===== src/core/isp_defs.svh =====
// constants for the four-byte serial programming link
`ifndef ISP_DEFS_SVH
`define ISP_DEFS_SVH

// first instruction byte
`define OP_CTRL 8'hac
`define OP_POLL 8'hf0
`define OP_EXT_ADDR 8'h4d
`define OP_LOAD_HI 8'h48
`define OP_LOAD_LO 8'h40
`define OP_PAGE_WR 8'h4c
`define OP_READ_HI 8'h28
`define OP_READ_LO 8'h20
`define OP_EE_READ 8'ha0
`define OP_READ_LOCK 8'h58
`define OP_READ_FUSE 8'h50
`define OP_SIG 8'h30
`define OP_CALIB 8'h38
`define OP_EE_WRITE 8'hc0
`define OP_EE_LOAD 8'hc1
`define OP_EE_PAGE 8'hc2

// second byte under the control opcode
`define SUB_PROG_EN 8'h53
`define SUB_ERASE 8'h80
`define SUB_LOCK 8'he0
`define SUB_FUSE_LO 8'ha0
`define SUB_FUSE_HI 8'ha8
`define SUB_FUSE_EXT 8'ha4
// second byte selecting the high fuse or extended fuse on reads
`define SUB_HI_SEL 8'h08

// erased contents and reset values
`define ERASED_BYTE 8'hff
`define ERASED_WORD 16'hffff
`define ZERO_BYTE 8'h00

// timing: clock rate and minimum wait delays
`define REF_CLK_MHZ 40.0
`define FUSE_WRITE_WAIT_MS 4.5
`define PAGE_WRITE_WAIT_MS 4.5
`define EEPROM_WRITE_WAIT_MS 9.0
`define ERASE_WAIT_MS 9.0
`define SCK_HALF_CYC 8

`endif


===== src/core/isp_pkg.sv =====
// types shared by both ends of the serial programming link
package isp_pkg;
	typedef logic [7:0] byte_t;
	typedef enum logic [1:0] {
		H_IDLE = 2'b00,
		H_LOW = 2'b01,
		H_HIGH = 2'b11,
		H_WAIT = 2'b10
	} host_state_e;
endpackage : isp_pkg


===== src/core/isp_link_if.sv =====
// wires of the serial programming link between programmer and target
`timescale 1ns/1ps
interface isp_link_if;
	logic sck;
	logic mosi;
	logic miso;
	logic prog_reset_n;
	modport programmer (output sck, output mosi, output prog_reset_n,
		input miso);
	modport target (input sck, input mosi, input prog_reset_n,
		output miso);
endinterface : isp_link_if


===== src/core/isp_target.sv =====
// target end: serial instruction decoder with memories, fuses and busy timer
`timescale 1ns/1ps
`include "isp_defs.svh"

// What this block does
// - busy eeprom location reads all ones
// - programmer waits after unpolled ones write
// - programmer waits minimum delays without polling
// - skip ones writes only after erase
// - four byte instructions, enable is ac 53
// - ac 80 erases flash and eeprom
// - poll returns busy in bit zero
// - 48 and 40 load page buffer
// - programmer loads low byte before high
// - 28 and 20 read flash bytes
// - other reads answer in fourth byte
// - 4c commits page buffer to flash
// - c0 c1 c2 handle eeprom writes
// - ac e0 writes lock, ac a0 a8 a4 write fuses
// - zero means programmed, one unprogrammed
// - programmer writes ones to unused fuses
// - 4d latches extended address byte
// - echo second byte during third byte
// - sample on rise, shift on fall
module isp_target import isp_pkg::*; #(
	parameter int unsigned FLASH_AW = 6,
	parameter int unsigned PAGE_AW = 3,
	parameter int unsigned EE_AW = 5,
	parameter int unsigned EE_PAGE_AW = 2,
	parameter byte_t LOCK_INIT = 8'hff,
	parameter byte_t FUSE_LO_INIT = 8'hff,
	parameter byte_t FUSE_HI_INIT = 8'hff,
	parameter byte_t FUSE_EXT_INIT = 8'hff,
	// signature and calibration values are arbitrary
	parameter byte_t SIG0 = 8'h11,
	parameter byte_t SIG1 = 8'h22,
	parameter byte_t SIG2 = 8'h33,
	parameter byte_t CALIB = 8'h80,
	parameter int unsigned FUSE_CYC =
		int'($ceil(`FUSE_WRITE_WAIT_MS * `REF_CLK_MHZ * 1000.0)),
	parameter int unsigned PAGE_CYC =
		int'($ceil(`PAGE_WRITE_WAIT_MS * `REF_CLK_MHZ * 1000.0)),
	parameter int unsigned EE_CYC =
		int'($ceil(`EEPROM_WRITE_WAIT_MS * `REF_CLK_MHZ * 1000.0)),
	parameter int unsigned ERASE_CYC =
		int'($ceil(`ERASE_WAIT_MS * `REF_CLK_MHZ * 1000.0))
) (
	input wire logic ref_clk_i,
	input wire logic rst_i,
	isp_link_if.target link,
	output logic busy_o,
	output logic prog_enabled_o
);
	localparam int unsigned FLASH_WORDS = 2 ** FLASH_AW;
	localparam int unsigned PAGE_WORDS = 2 ** PAGE_AW;
	localparam int unsigned EE_BYTES = 2 ** EE_AW;
	localparam int unsigned EE_PAGE = 2 ** EE_PAGE_AW;

	logic [1:0] sck_s, mosi_s, rstn_s;
	logic sck_d, rise, fall, in_prog;
	logic [4:0] bit_cnt;
	byte_t shreg, b1, b2, b3, b4, out_sh, rd_data, next_byte;
	byte_t ext_addr, lock, fuse_lo, fuse_hi, fuse_ext;
	logic exec_go, prog_en;
	logic [15:0] flash [FLASH_WORDS];
	logic [15:0] pbuf [PAGE_WORDS];
	byte_t eeprom [EE_BYTES];
	byte_t eebuf [EE_PAGE];
	logic [EE_PAGE-1:0] ee_valid;
	logic [31:0] busy_cnt;
	logic busy_flash, busy_ee, busy_ee_pg, ee_hit;
	logic [FLASH_AW-1:PAGE_AW] busy_page;
	logic [EE_AW-1:0] busy_ee_addr;
	logic [23:0] rd_addr, ex_addr;
	logic [FLASH_AW-1:0] rd_fa, ex_fa;
	logic [EE_AW-1:0] rd_ea, ex_ea;
	logic go, do_en, do_erase, do_lock, do_flo, do_fhi, do_fext;
	logic do_ext, do_ldhi, do_ldlo, do_page, do_eew, do_eel, do_eep;

	// two-flop synchronisers for the link pins, then edge detect on sck
	always_ff @(posedge ref_clk_i or posedge rst_i) begin
		if (rst_i) begin
			sck_s <= 2'b00;
			mosi_s <= 2'b00;
			rstn_s <= 2'b11;
			sck_d <= 1'b0;
		end else begin
			sck_s <= {sck_s[0], link.sck};
			mosi_s <= {mosi_s[0], link.mosi};
			rstn_s <= {rstn_s[0], link.prog_reset_n};
			sck_d <= sck_s[1];
		end
	end
	assign rise = sck_s[1] & ~sck_d;
	assign fall = ~sck_s[1] & sck_d;
	assign in_prog = ~rstn_s[1];
	assign next_byte = {shreg[6:0], mosi_s[1]};

	// input shifter and byte capture; counting restarts while reset is high
	always_ff @(posedge ref_clk_i or posedge rst_i) begin
		if (rst_i) begin
			bit_cnt <= 5'h00;
			shreg <= `ZERO_BYTE;
			b1 <= `ZERO_BYTE;
			b2 <= `ZERO_BYTE;
			b3 <= `ZERO_BYTE;
			b4 <= `ZERO_BYTE;
			exec_go <= 1'b0;
		end else begin
			exec_go <= 1'b0;
			if (!in_prog) begin
				bit_cnt <= 5'h00;
			end else if (rise) begin
				shreg <= next_byte;
				bit_cnt <= bit_cnt + 5'h01;
				if (bit_cnt == 5'd7) b1 <= next_byte;
				if (bit_cnt == 5'd15) b2 <= next_byte;
				if (bit_cnt == 5'd23) b3 <= next_byte;
				if (bit_cnt == 5'd31) begin
					b4 <= next_byte;
					exec_go <= 1'b1;
				end
			end
		end
	end

	// output shifter: first byte zero, echo after, result in the fourth byte
	always_ff @(posedge ref_clk_i or posedge rst_i) begin
		if (rst_i) begin
			out_sh <= `ZERO_BYTE;
			link.miso <= 1'b0;
		end else if (!in_prog) begin
			out_sh <= `ZERO_BYTE;
			link.miso <= 1'b0;
		end else if (rise && bit_cnt[2:0] == 3'd7) begin
			if (bit_cnt == 5'd23) out_sh <= rd_data;
			else if (bit_cnt == 5'd31) out_sh <= `ZERO_BYTE;
			else out_sh <= next_byte;
		end else if (fall) begin
			link.miso <= out_sh[7];
			out_sh <= {out_sh[6:0], 1'b0};
		end
	end

	// read data, formed while the third byte completes
	assign rd_addr = {ext_addr, b2, next_byte};
	assign rd_fa = rd_addr[FLASH_AW-1:0];
	assign rd_ea = rd_addr[EE_AW-1:0];
	// a page commit marks its whole page busy, a byte write one location
	assign ee_hit = busy_ee_pg ?
		rd_ea[EE_AW-1:EE_PAGE_AW] == busy_ee_addr[EE_AW-1:EE_PAGE_AW] :
		rd_ea == busy_ee_addr;
	always_comb begin
		rd_data = `ZERO_BYTE;
		case (b1)
			`OP_READ_HI: rd_data = (busy_flash &&
				rd_fa[FLASH_AW-1:PAGE_AW] == busy_page) ?
				`ERASED_BYTE : flash[rd_fa][15:8];
			`OP_READ_LO: rd_data = (busy_flash &&
				rd_fa[FLASH_AW-1:PAGE_AW] == busy_page) ?
				`ERASED_BYTE : flash[rd_fa][7:0];
			`OP_EE_READ: rd_data = (busy_ee && ee_hit) ?
				`ERASED_BYTE : eeprom[rd_ea];
			`OP_READ_LOCK: rd_data = (b2 == `SUB_HI_SEL) ?
				fuse_hi : lock;
			`OP_READ_FUSE: rd_data = (b2 == `SUB_HI_SEL) ?
				fuse_ext : fuse_lo;
			`OP_SIG: begin
				case (next_byte[1:0])
					2'd0: rd_data = SIG0;
					2'd1: rd_data = SIG1;
					2'd2: rd_data = SIG2;
					default: rd_data = `ERASED_BYTE;
				endcase
			end
			`OP_CALIB: rd_data = CALIB;
			`OP_POLL: rd_data = {7'h00, busy_o};
			default: rd_data = `ZERO_BYTE;
		endcase
	end

	// decode of a complete instruction by its first byte, and by its second byte under the control opcode
	assign ex_addr = {ext_addr, b2, b3};
	assign ex_fa = ex_addr[FLASH_AW-1:0];
	assign ex_ea = ex_addr[EE_AW-1:0];
	assign go = exec_go & prog_en;
	assign do_en = exec_go && b1 == `OP_CTRL && b2 == `SUB_PROG_EN;
	assign do_erase = go && b1 == `OP_CTRL && b2 == `SUB_ERASE;
	assign do_lock = go && b1 == `OP_CTRL && b2 == `SUB_LOCK;
	assign do_flo = go && b1 == `OP_CTRL && b2 == `SUB_FUSE_LO;
	assign do_fhi = go && b1 == `OP_CTRL && b2 == `SUB_FUSE_HI;
	assign do_fext = go && b1 == `OP_CTRL && b2 == `SUB_FUSE_EXT;
	assign do_ext = go && b1 == `OP_EXT_ADDR;
	assign do_ldhi = go && b1 == `OP_LOAD_HI;
	assign do_ldlo = go && b1 == `OP_LOAD_LO;
	assign do_page = go && b1 == `OP_PAGE_WR;
	assign do_eew = go && b1 == `OP_EE_WRITE;
	assign do_eel = go && b1 == `OP_EE_LOAD;
	assign do_eep = go && b1 == `OP_EE_PAGE;

	// programming enable; dropped whenever reset is released
	always_ff @(posedge ref_clk_i or posedge rst_i) begin
		if (rst_i) prog_en <= 1'b0;
		else if (!in_prog) prog_en <= 1'b0;
		else if (do_en) prog_en <= 1'b1;
	end
	assign prog_enabled_o = prog_en;

	// lock, fuses and extended address; stored as written, zero = programmed
	always_ff @(posedge ref_clk_i or posedge rst_i) begin
		if (rst_i) begin
			lock <= LOCK_INIT;
			fuse_lo <= FUSE_LO_INIT;
			fuse_hi <= FUSE_HI_INIT;
			fuse_ext <= FUSE_EXT_INIT;
			ext_addr <= `ZERO_BYTE;
		end else begin
			if (do_erase) lock <= `ERASED_BYTE;
			else if (do_lock) lock <= b4;
			if (do_flo) fuse_lo <= b4;
			if (do_fhi) fuse_hi <= b4;
			if (do_fext) fuse_ext <= b4;
			if (do_ext) ext_addr <= b3;
		end
	end

	// flash and eeprom page buffers, flash words and eeprom bytes
	genvar g;
	generate
		for (g = 0; g < PAGE_WORDS; g++) begin : gen_pbuf
			localparam logic [PAGE_AW-1:0] PI = PAGE_AW'(g);
			always_ff @(posedge ref_clk_i or posedge rst_i) begin
				if (rst_i) pbuf[g] <= `ERASED_WORD;
				else if (do_ldhi && ex_fa[PAGE_AW-1:0] == PI)
					pbuf[g][15:8] <= b4;
				else if (do_ldlo && ex_fa[PAGE_AW-1:0] == PI)
					pbuf[g][7:0] <= b4;
			end
		end
		for (g = 0; g < FLASH_WORDS; g++) begin : gen_flash
			localparam logic [FLASH_AW-1:0] WI = FLASH_AW'(g);
			always_ff @(posedge ref_clk_i or posedge rst_i) begin
				if (rst_i) flash[g] <= `ERASED_WORD;
				else if (do_erase) flash[g] <= `ERASED_WORD;
				else if (do_page && ex_fa[FLASH_AW-1:PAGE_AW] ==
					WI[FLASH_AW-1:PAGE_AW])
					flash[g] <= pbuf[WI[PAGE_AW-1:0]];
			end
		end
		for (g = 0; g < EE_PAGE; g++) begin : gen_eebuf
			localparam logic [EE_PAGE_AW-1:0] QI = EE_PAGE_AW'(g);
			always_ff @(posedge ref_clk_i or posedge rst_i) begin
				if (rst_i) begin
					eebuf[g] <= `ERASED_BYTE;
					ee_valid[g] <= 1'b0;
				end else if (do_eel && ex_ea[EE_PAGE_AW-1:0] == QI) begin
					eebuf[g] <= b4;
					ee_valid[g] <= 1'b1;
				end else if (do_eep || do_erase) begin
					ee_valid[g] <= 1'b0;
				end
			end
		end
		for (g = 0; g < EE_BYTES; g++) begin : gen_ee
			localparam logic [EE_AW-1:0] EI = EE_AW'(g);
			always_ff @(posedge ref_clk_i or posedge rst_i) begin
				if (rst_i) eeprom[g] <= `ERASED_BYTE;
				else if (do_erase) eeprom[g] <= `ERASED_BYTE;
				else if (do_eew && ex_ea == EI) eeprom[g] <= b4;
				else if (do_eep && ee_valid[EI[EE_PAGE_AW-1:0]] &&
					ex_ea[EE_AW-1:EE_PAGE_AW] == EI[EE_AW-1:EE_PAGE_AW])
					eeprom[g] <= eebuf[EI[EE_PAGE_AW-1:0]];
			end
		end
	endgenerate

	// self-timed busy period after each write or erase
	always_ff @(posedge ref_clk_i or posedge rst_i) begin
		if (rst_i) begin
			busy_cnt <= 32'h0;
			busy_flash <= 1'b0;
			busy_ee <= 1'b0;
			busy_page <= '0;
			busy_ee_addr <= '0;
			busy_ee_pg <= 1'b0;
		end else if (do_erase) begin
			busy_cnt <= 32'(ERASE_CYC);
			busy_flash <= 1'b0;
			busy_ee <= 1'b0;
		end else if (do_lock || do_flo || do_fhi || do_fext) begin
			busy_cnt <= 32'(FUSE_CYC);
			busy_flash <= 1'b0;
			busy_ee <= 1'b0;
		end else if (do_page) begin
			busy_cnt <= 32'(PAGE_CYC);
			busy_flash <= 1'b1;
			busy_ee <= 1'b0;
			busy_page <= ex_fa[FLASH_AW-1:PAGE_AW];
		end else if (do_eew || do_eep) begin
			busy_cnt <= 32'(EE_CYC);
			busy_flash <= 1'b0;
			busy_ee <= 1'b1;
			busy_ee_addr <= ex_ea;
			busy_ee_pg <= do_eep;
		end else if (busy_cnt != 32'h0) begin
			busy_cnt <= busy_cnt - 32'h1;
		end else begin
			busy_flash <= 1'b0;
			busy_ee <= 1'b0;
		end
	end

	// busy flag, also the poll answer
	always_ff @(posedge ref_clk_i or posedge rst_i) begin
		if (rst_i) busy_o <= 1'b0;
		else busy_o <= (do_erase || do_lock || do_flo || do_fhi || do_fext ||
			do_page || do_eew || do_eep || busy_cnt > 32'h1);
	end
endmodule : isp_target


===== src/flat_wrapper.sv =====
// flat-port wrapper written by rule: the top's interface ports become plain ports
module isp_target_flat import isp_pkg::*;
#(
	parameter int unsigned FLASH_AW = 6,
	parameter int unsigned PAGE_AW = 3,
	parameter int unsigned EE_AW = 5,
	parameter int unsigned EE_PAGE_AW = 2,
	parameter byte_t LOCK_INIT = 8'hff,
	parameter byte_t FUSE_LO_INIT = 8'hff,
	parameter byte_t FUSE_HI_INIT = 8'hff,
	parameter byte_t FUSE_EXT_INIT = 8'hff,
	                                                 
	parameter byte_t SIG0 = 8'h11,
	parameter byte_t SIG1 = 8'h22,
	parameter byte_t SIG2 = 8'h33,
	parameter byte_t CALIB = 8'h80,
	parameter int unsigned FUSE_CYC =
		int'($ceil(`FUSE_WRITE_WAIT_MS * `REF_CLK_MHZ * 1000.0)),
	parameter int unsigned PAGE_CYC =
		int'($ceil(`PAGE_WRITE_WAIT_MS * `REF_CLK_MHZ * 1000.0)),
	parameter int unsigned EE_CYC =
		int'($ceil(`EEPROM_WRITE_WAIT_MS * `REF_CLK_MHZ * 1000.0)),
	parameter int unsigned ERASE_CYC =
		int'($ceil(`ERASE_WAIT_MS * `REF_CLK_MHZ * 1000.0))
)
  (ref_clk_i, rst_i, busy_o, prog_enabled_o, link_sck, link_mosi, link_prog_reset_n, link_miso);
  isp_link_if link_i ();
  input wire logic ref_clk_i;
  input wire logic rst_i;
  output logic busy_o;
  output logic prog_enabled_o;
  input wire logic [$bits(link_i.sck)-1:0] link_sck;
  input wire logic [$bits(link_i.mosi)-1:0] link_mosi;
  input wire logic [$bits(link_i.prog_reset_n)-1:0] link_prog_reset_n;
  output wire logic [$bits(link_i.miso)-1:0] link_miso;
  assign link_i.sck = link_sck;
  assign link_i.mosi = link_mosi;
  assign link_i.prog_reset_n = link_prog_reset_n;
  assign link_miso = link_i.miso;
  isp_target #(.FLASH_AW(FLASH_AW), .PAGE_AW(PAGE_AW), .EE_AW(EE_AW), .EE_PAGE_AW(EE_PAGE_AW), .LOCK_INIT(LOCK_INIT), .FUSE_LO_INIT(FUSE_LO_INIT), .FUSE_HI_INIT(FUSE_HI_INIT), .FUSE_EXT_INIT(FUSE_EXT_INIT), .SIG0(SIG0), .SIG1(SIG1), .SIG2(SIG2), .CALIB(CALIB), .FUSE_CYC(FUSE_CYC), .PAGE_CYC(PAGE_CYC), .EE_CYC(EE_CYC), .ERASE_CYC(ERASE_CYC)) u_core (.ref_clk_i(ref_clk_i), .rst_i(rst_i), .link(link_i), .busy_o(busy_o), .prog_enabled_o(prog_enabled_o));
endmodule

===== config.mk =====
export PLATFORM = sky130hd
export DESIGN_NAME = isp_target_flat
export DESIGN_NICKNAME = d
export VERILOG_FILES = /design/src/core/isp_pkg.sv /design/src/core/isp_link_if.sv /design/src/core/isp_target.sv /design/src/flat_wrapper.sv
export VERILOG_INCLUDE_DIRS = /design/src /design/src/core
export SDC_FILE = /design/constraint.sdc
export NUM_CORES = 2
export LEC_CHECK = 0
export BUFFER_PORTS_ARGS = -buffer_cell sky130_fd_sc_hd__buf_4
export CORE_MARGIN = 1
export CORE_UTILIZATION = 60
export DETAILED_ROUTE_END_ITERATION = 6
export PLACE_DENSITY = 0.76
export SYNTH_ARGS = -nofsm -noshare
export SYNTH_HDL_FRONTEND = slang
export SYNTH_SLANG_ARGS = --single-unit

===== constraint.sdc =====
create_clock -name ref_clk_i -period 172.4 [get_ports ref_clk_i]
set_input_delay 43.1 -clock ref_clk_i [delete_from_list [all_inputs] [get_ports ref_clk_i]]
set_output_delay 43.1 -clock ref_clk_i [all_outputs]
set_load 0.01 [all_outputs]

==> results.py <==
metrics = {
    "floorplan": {
        "core_area_mm2": 0.132,
        "start_util": 0.606,
        "dieArea_mm2": 0.134,
        "rows": 133,
        "dieHeight_um": 367,
        "die_x_um": 367,
        "io_pins": 8,
    },
    "clocking": {
        "htreeDepth": 4,
        "clkTransAtPathRegs_ns": 0.06,
        "clockBufferDepth": 3,
        "cts_root_buf": "clkbuf_16",
        "cts_buffers": 166,
        "cts_tree": "yes",
        "cts_resized": 0,
        "postCtsSetupBuffers": 0,
        "clk_latency_ns": 0.82,
        "cts_hold_buf": 0,
        "cts.sinks": 1580,
    },
    "logic_synthesis": {
        "synth-async-reset-ratio": 1.00,
        "ys.flop_type": "dfstp_2",
        "synthDistinctLibCells": 73,
        "avgSynthCellArea_um2": 11.6,
        "ys_seq_elements": 1580,
        "synth_cells": 6858,
        "synth_seq_area_share": 0.519,
        "synth_edf_count": 0,
        "synth_nets": 6870,
        "ys_warn_count": 0,
        "synth_area_mm2": 0.0798,
    },
    "worst_setup_path": {
        "critPathCaptureType": "async pin",
        "cp.required_ns": 173.32,
        "setup.worst_path.start_class": "primary input",
        "crit_fanout": 183,
        "cp.arrival_ns": 48.05,
        "criticalPathCategory": "in -> async",
    },
    "sta": {
        "min_period_ns": 47.14,
        "finalHoldViolCount": 0,
        "relSlewSlack": 0.0281,
        "tightest_slew_ns": 1.45,
        "rsz0062_at_grt": "no",
        "setup_violations": 0,
        "period_share": 0.273,
        "fin_setup_tns_ns": 0,
        "fin_ws_ns": 125.27,
        "fmax_mhz": 21.2,
        "fin_skew_ns": 0.0389,
        "slew_violations": 0,
    },
    "place": {
        "routabilityCongestion": 0.913,
        "dp_worst_setup_slack_ns": 124.23,
        "io_buffer_count": 7,
        "hpwl_um": 129000,
    },
    "run_status": {
        "violations": "design-rule violations",
        "status": "complete, but fails checks",
    },
    "global_routing": {
        "grt_first_pass_wirelength_um": 334000,
        "grt.total_usage": 0.322,
        "antenna_found_initial": 1,
        "grt_max_degree": 202,
        "grt_pass1_vias": 54300,
        "gr-total-overflow": 0,
    },
    "final_layout": {
        "layout-drive-gt1-share": 0.393,
        "synthToLayoutAreaGrowth_pct": 6.99,
        "num-nets-final": 6510,
    },
    "detailed_routing": {
        "firstDrtPassIters": 7,
        "dr.first_iter.drc_count": 6099,
        "drt.antenna.violating_nets": 0,
        "wl_per_cell_um": 25.7,
        "via_count": 54000,
        "drt-total-wl_um": 216000,
        "route.detailed.drc": 7,
        "via_per_inst": 6.44,
    },
    "min_path": {
        "hold_path_class": "reg -> reg",
    },
    "pwr": {
        "powerDensity_mw_per_mm2": 9.34,
        "vdd_drop_max_uv": 10.3,
        "total_leakage_power_nw": 38.0,
    },
    "flow_run": {
        "cap_violations": 0,
    },
}
## where the power goes
part           leakage (nW)  internal (mW)  total [mW]  switching (mW)
sequential             16.6          0.373       0.377         0.00326
clock                  2.80          0.217       0.369           0.153
combinational          18.5         0.0133      0.0510          0.0377
total                  38.0          0.603       0.797           0.193
## logic make-up after synthesis
| logic type | count (synthesis) | share of synthesized area |
|---|---|---|
| AND/OR/NAND/NOR | 2386 | 0.129 |
| multiplexers | 1682 | 0.263 |
| flip-flops | 1580 | 0.519 |
| buffers and inverters | 644 | 0.0421 |
| AO/OA/AOI/OAI | 522 | 0.0418 |
| XOR/XNOR | 37 | 0.00406 |
| adder cells (fa/ha/maj) | 7 | 0.00110 |
## per-stage QoR
stage	hold WS, ns	instances	instance area (µm²)	util	total power [mW]
4_1_cts	0.357	8389	85400	0.648	0.801
6_report	0.355	8390	85400	0.648	0.797
5_1_grt	0.370	8389	85400	0.648	0.818
3_5_place_dp	0.343	8085	79700	0.605	0.432
2_1_floorplan	0.331	6858	79800	-	0.409
3_3_place_gp	0.351	8085	79700	0.605	0.432
## layout by cell type, fill, tap and decap left out, types with 11 or more instances in the layout
master,count
a211oi_1,13
a21oi_1,310
a221oi_1,21
a22oi_1,25
buf_4,100
bufinv_16,11
clkbuf_1,38
clkbuf_16,168
clkbuf_8,46
clkinv_2,28
dfrtp_1,92
dfstp_2,1474
mux2_2,227
mux2i_1,1146
mux4_2,309
nand2_1,1485
nand2b_1,16
nand3_1,238
nand3_2,63
nand4_1,13
nor2_1,339
nor2_2,84
nor2b_1,20
nor3_1,32
nor4_1,17
o21ai_0,51
o21ai_4,30
or3_1,19
xnor2_1,21
xor2_1,16
## worst paths after layout
| check | startpoint | to | slack [ns] | depth (start not counted) |
|---|---|---|---|---|
| min | u_core.mosi_s[0] | u_core.mosi_s[1] | 0.36 | 0 |
| max | rst_i | u_core.flash[1013] | 125.27 | 7 |
| max reg2reg | u_core.mosi_s[1] | u_core.out_sh[0] | 166.34 | 11 |
| min reg2reg | u_core.mosi_s[0] | u_core.mosi_s[1] | 0.36 | 0 |
| max in group ref_clk_i | u_core.prog_enabled_o | prog_enabled_o | 127.88 | 1 |
| min in group asynchronous | rst_i | u_core.flash[918] | 42.87 | 2 |
## final cells by class
| cell class | instances | area [µm²] |
|---|---|---|
| fill | 9679 | 46300 |
| sequential | 1580 | 41400 |
| multi-input combinational | 4634 | 35100 |
| clock buffer | 252 | 4980 |
| tap | 1755 | 2200 |
| timing repair buffer | 108 | 911 |
| clock inverter | 52 | 683 |
| inverter | 8 | 38.8 |
| antenna | 1 | 2.50 |
## critical path: stages
cell and delay [ns]:
buf_4 0.13, inv_8 0.55, buf_12 0.76, buf_4 0.73, buf_4 0.80, buf_12 0.68
buf_4 0.91
## Yosys cell counts, drive strengths merged (2+ instances only)
cell     number  area (µm²)
o211ai        7        52.6
or3          19         119
and3         12        75.1
a211oi       13        97.6
xnor2        21         184
inv           7        26.3
a311oi        4        35.0
a22o          4        35.0
o31ai         7        52.6
and3b         3        26.3
o21ai        83         761
o221ai        6        52.6
nand3b        2        15.0
clkbuf      208         781
xor2         16         140
mux2i      1146       11500
dfstp      1474       38700
buf         428        2550
mux2        227        2560
o21a          3        22.5
mux4        309        6960
nand2      1491        5600
a21o          4        30.0
a22oi        25         188
nand3       303        1840
o311a         3        30.0
nor4         18         113
o22ai         6        37.5
nor4b         2        17.5
nor2b        23         144
o41ai         2        17.5
a21oi       310        1550
and2          8        50.1
nor2        425        1800
nor3         34         175
or2           6        37.5
a31oi        10        62.6
nand4        13        81.3
nand2b       16         100
or4           8        63.8
ha            7        87.6
a2111oi       4        35.0
dfrtp       106        2650
a221oi       21         184
## flip-flops by register name, indices dropped and copies added, names as in the netlist, 4 cells and up
register             flops
u_core.eebuf            32
u_core.b2                8
u_core.b1                8
u_core.busy_cnt         32
u_core.b3                6
u_core.fuse_ext          8
u_core.flash          1024
u_core.ee_valid          4
u_core.eeprom          256
u_core.bit_cnt           5
u_core.out_sh            8
u_core.lock              8
u_core.pbuf            128
u_core.b4                8
u_core.fuse_lo           8
u_core.fuse_hi           8
u_core.shreg             7
u_core.busy_ee_addr      5
## metal layers
metal / global-route usage / part of all wire / wire length, µm
met1: 0.453 / 0.41 / 89200
met2: 0.495 / 0.46 / 99900
met3: 0.0642 / 0.084 / 18100
met4: 0.125 / 0.039 / 8310
met5: 0 / 0 / 0
Note: power is estimated with default switching activity, not from simulation.
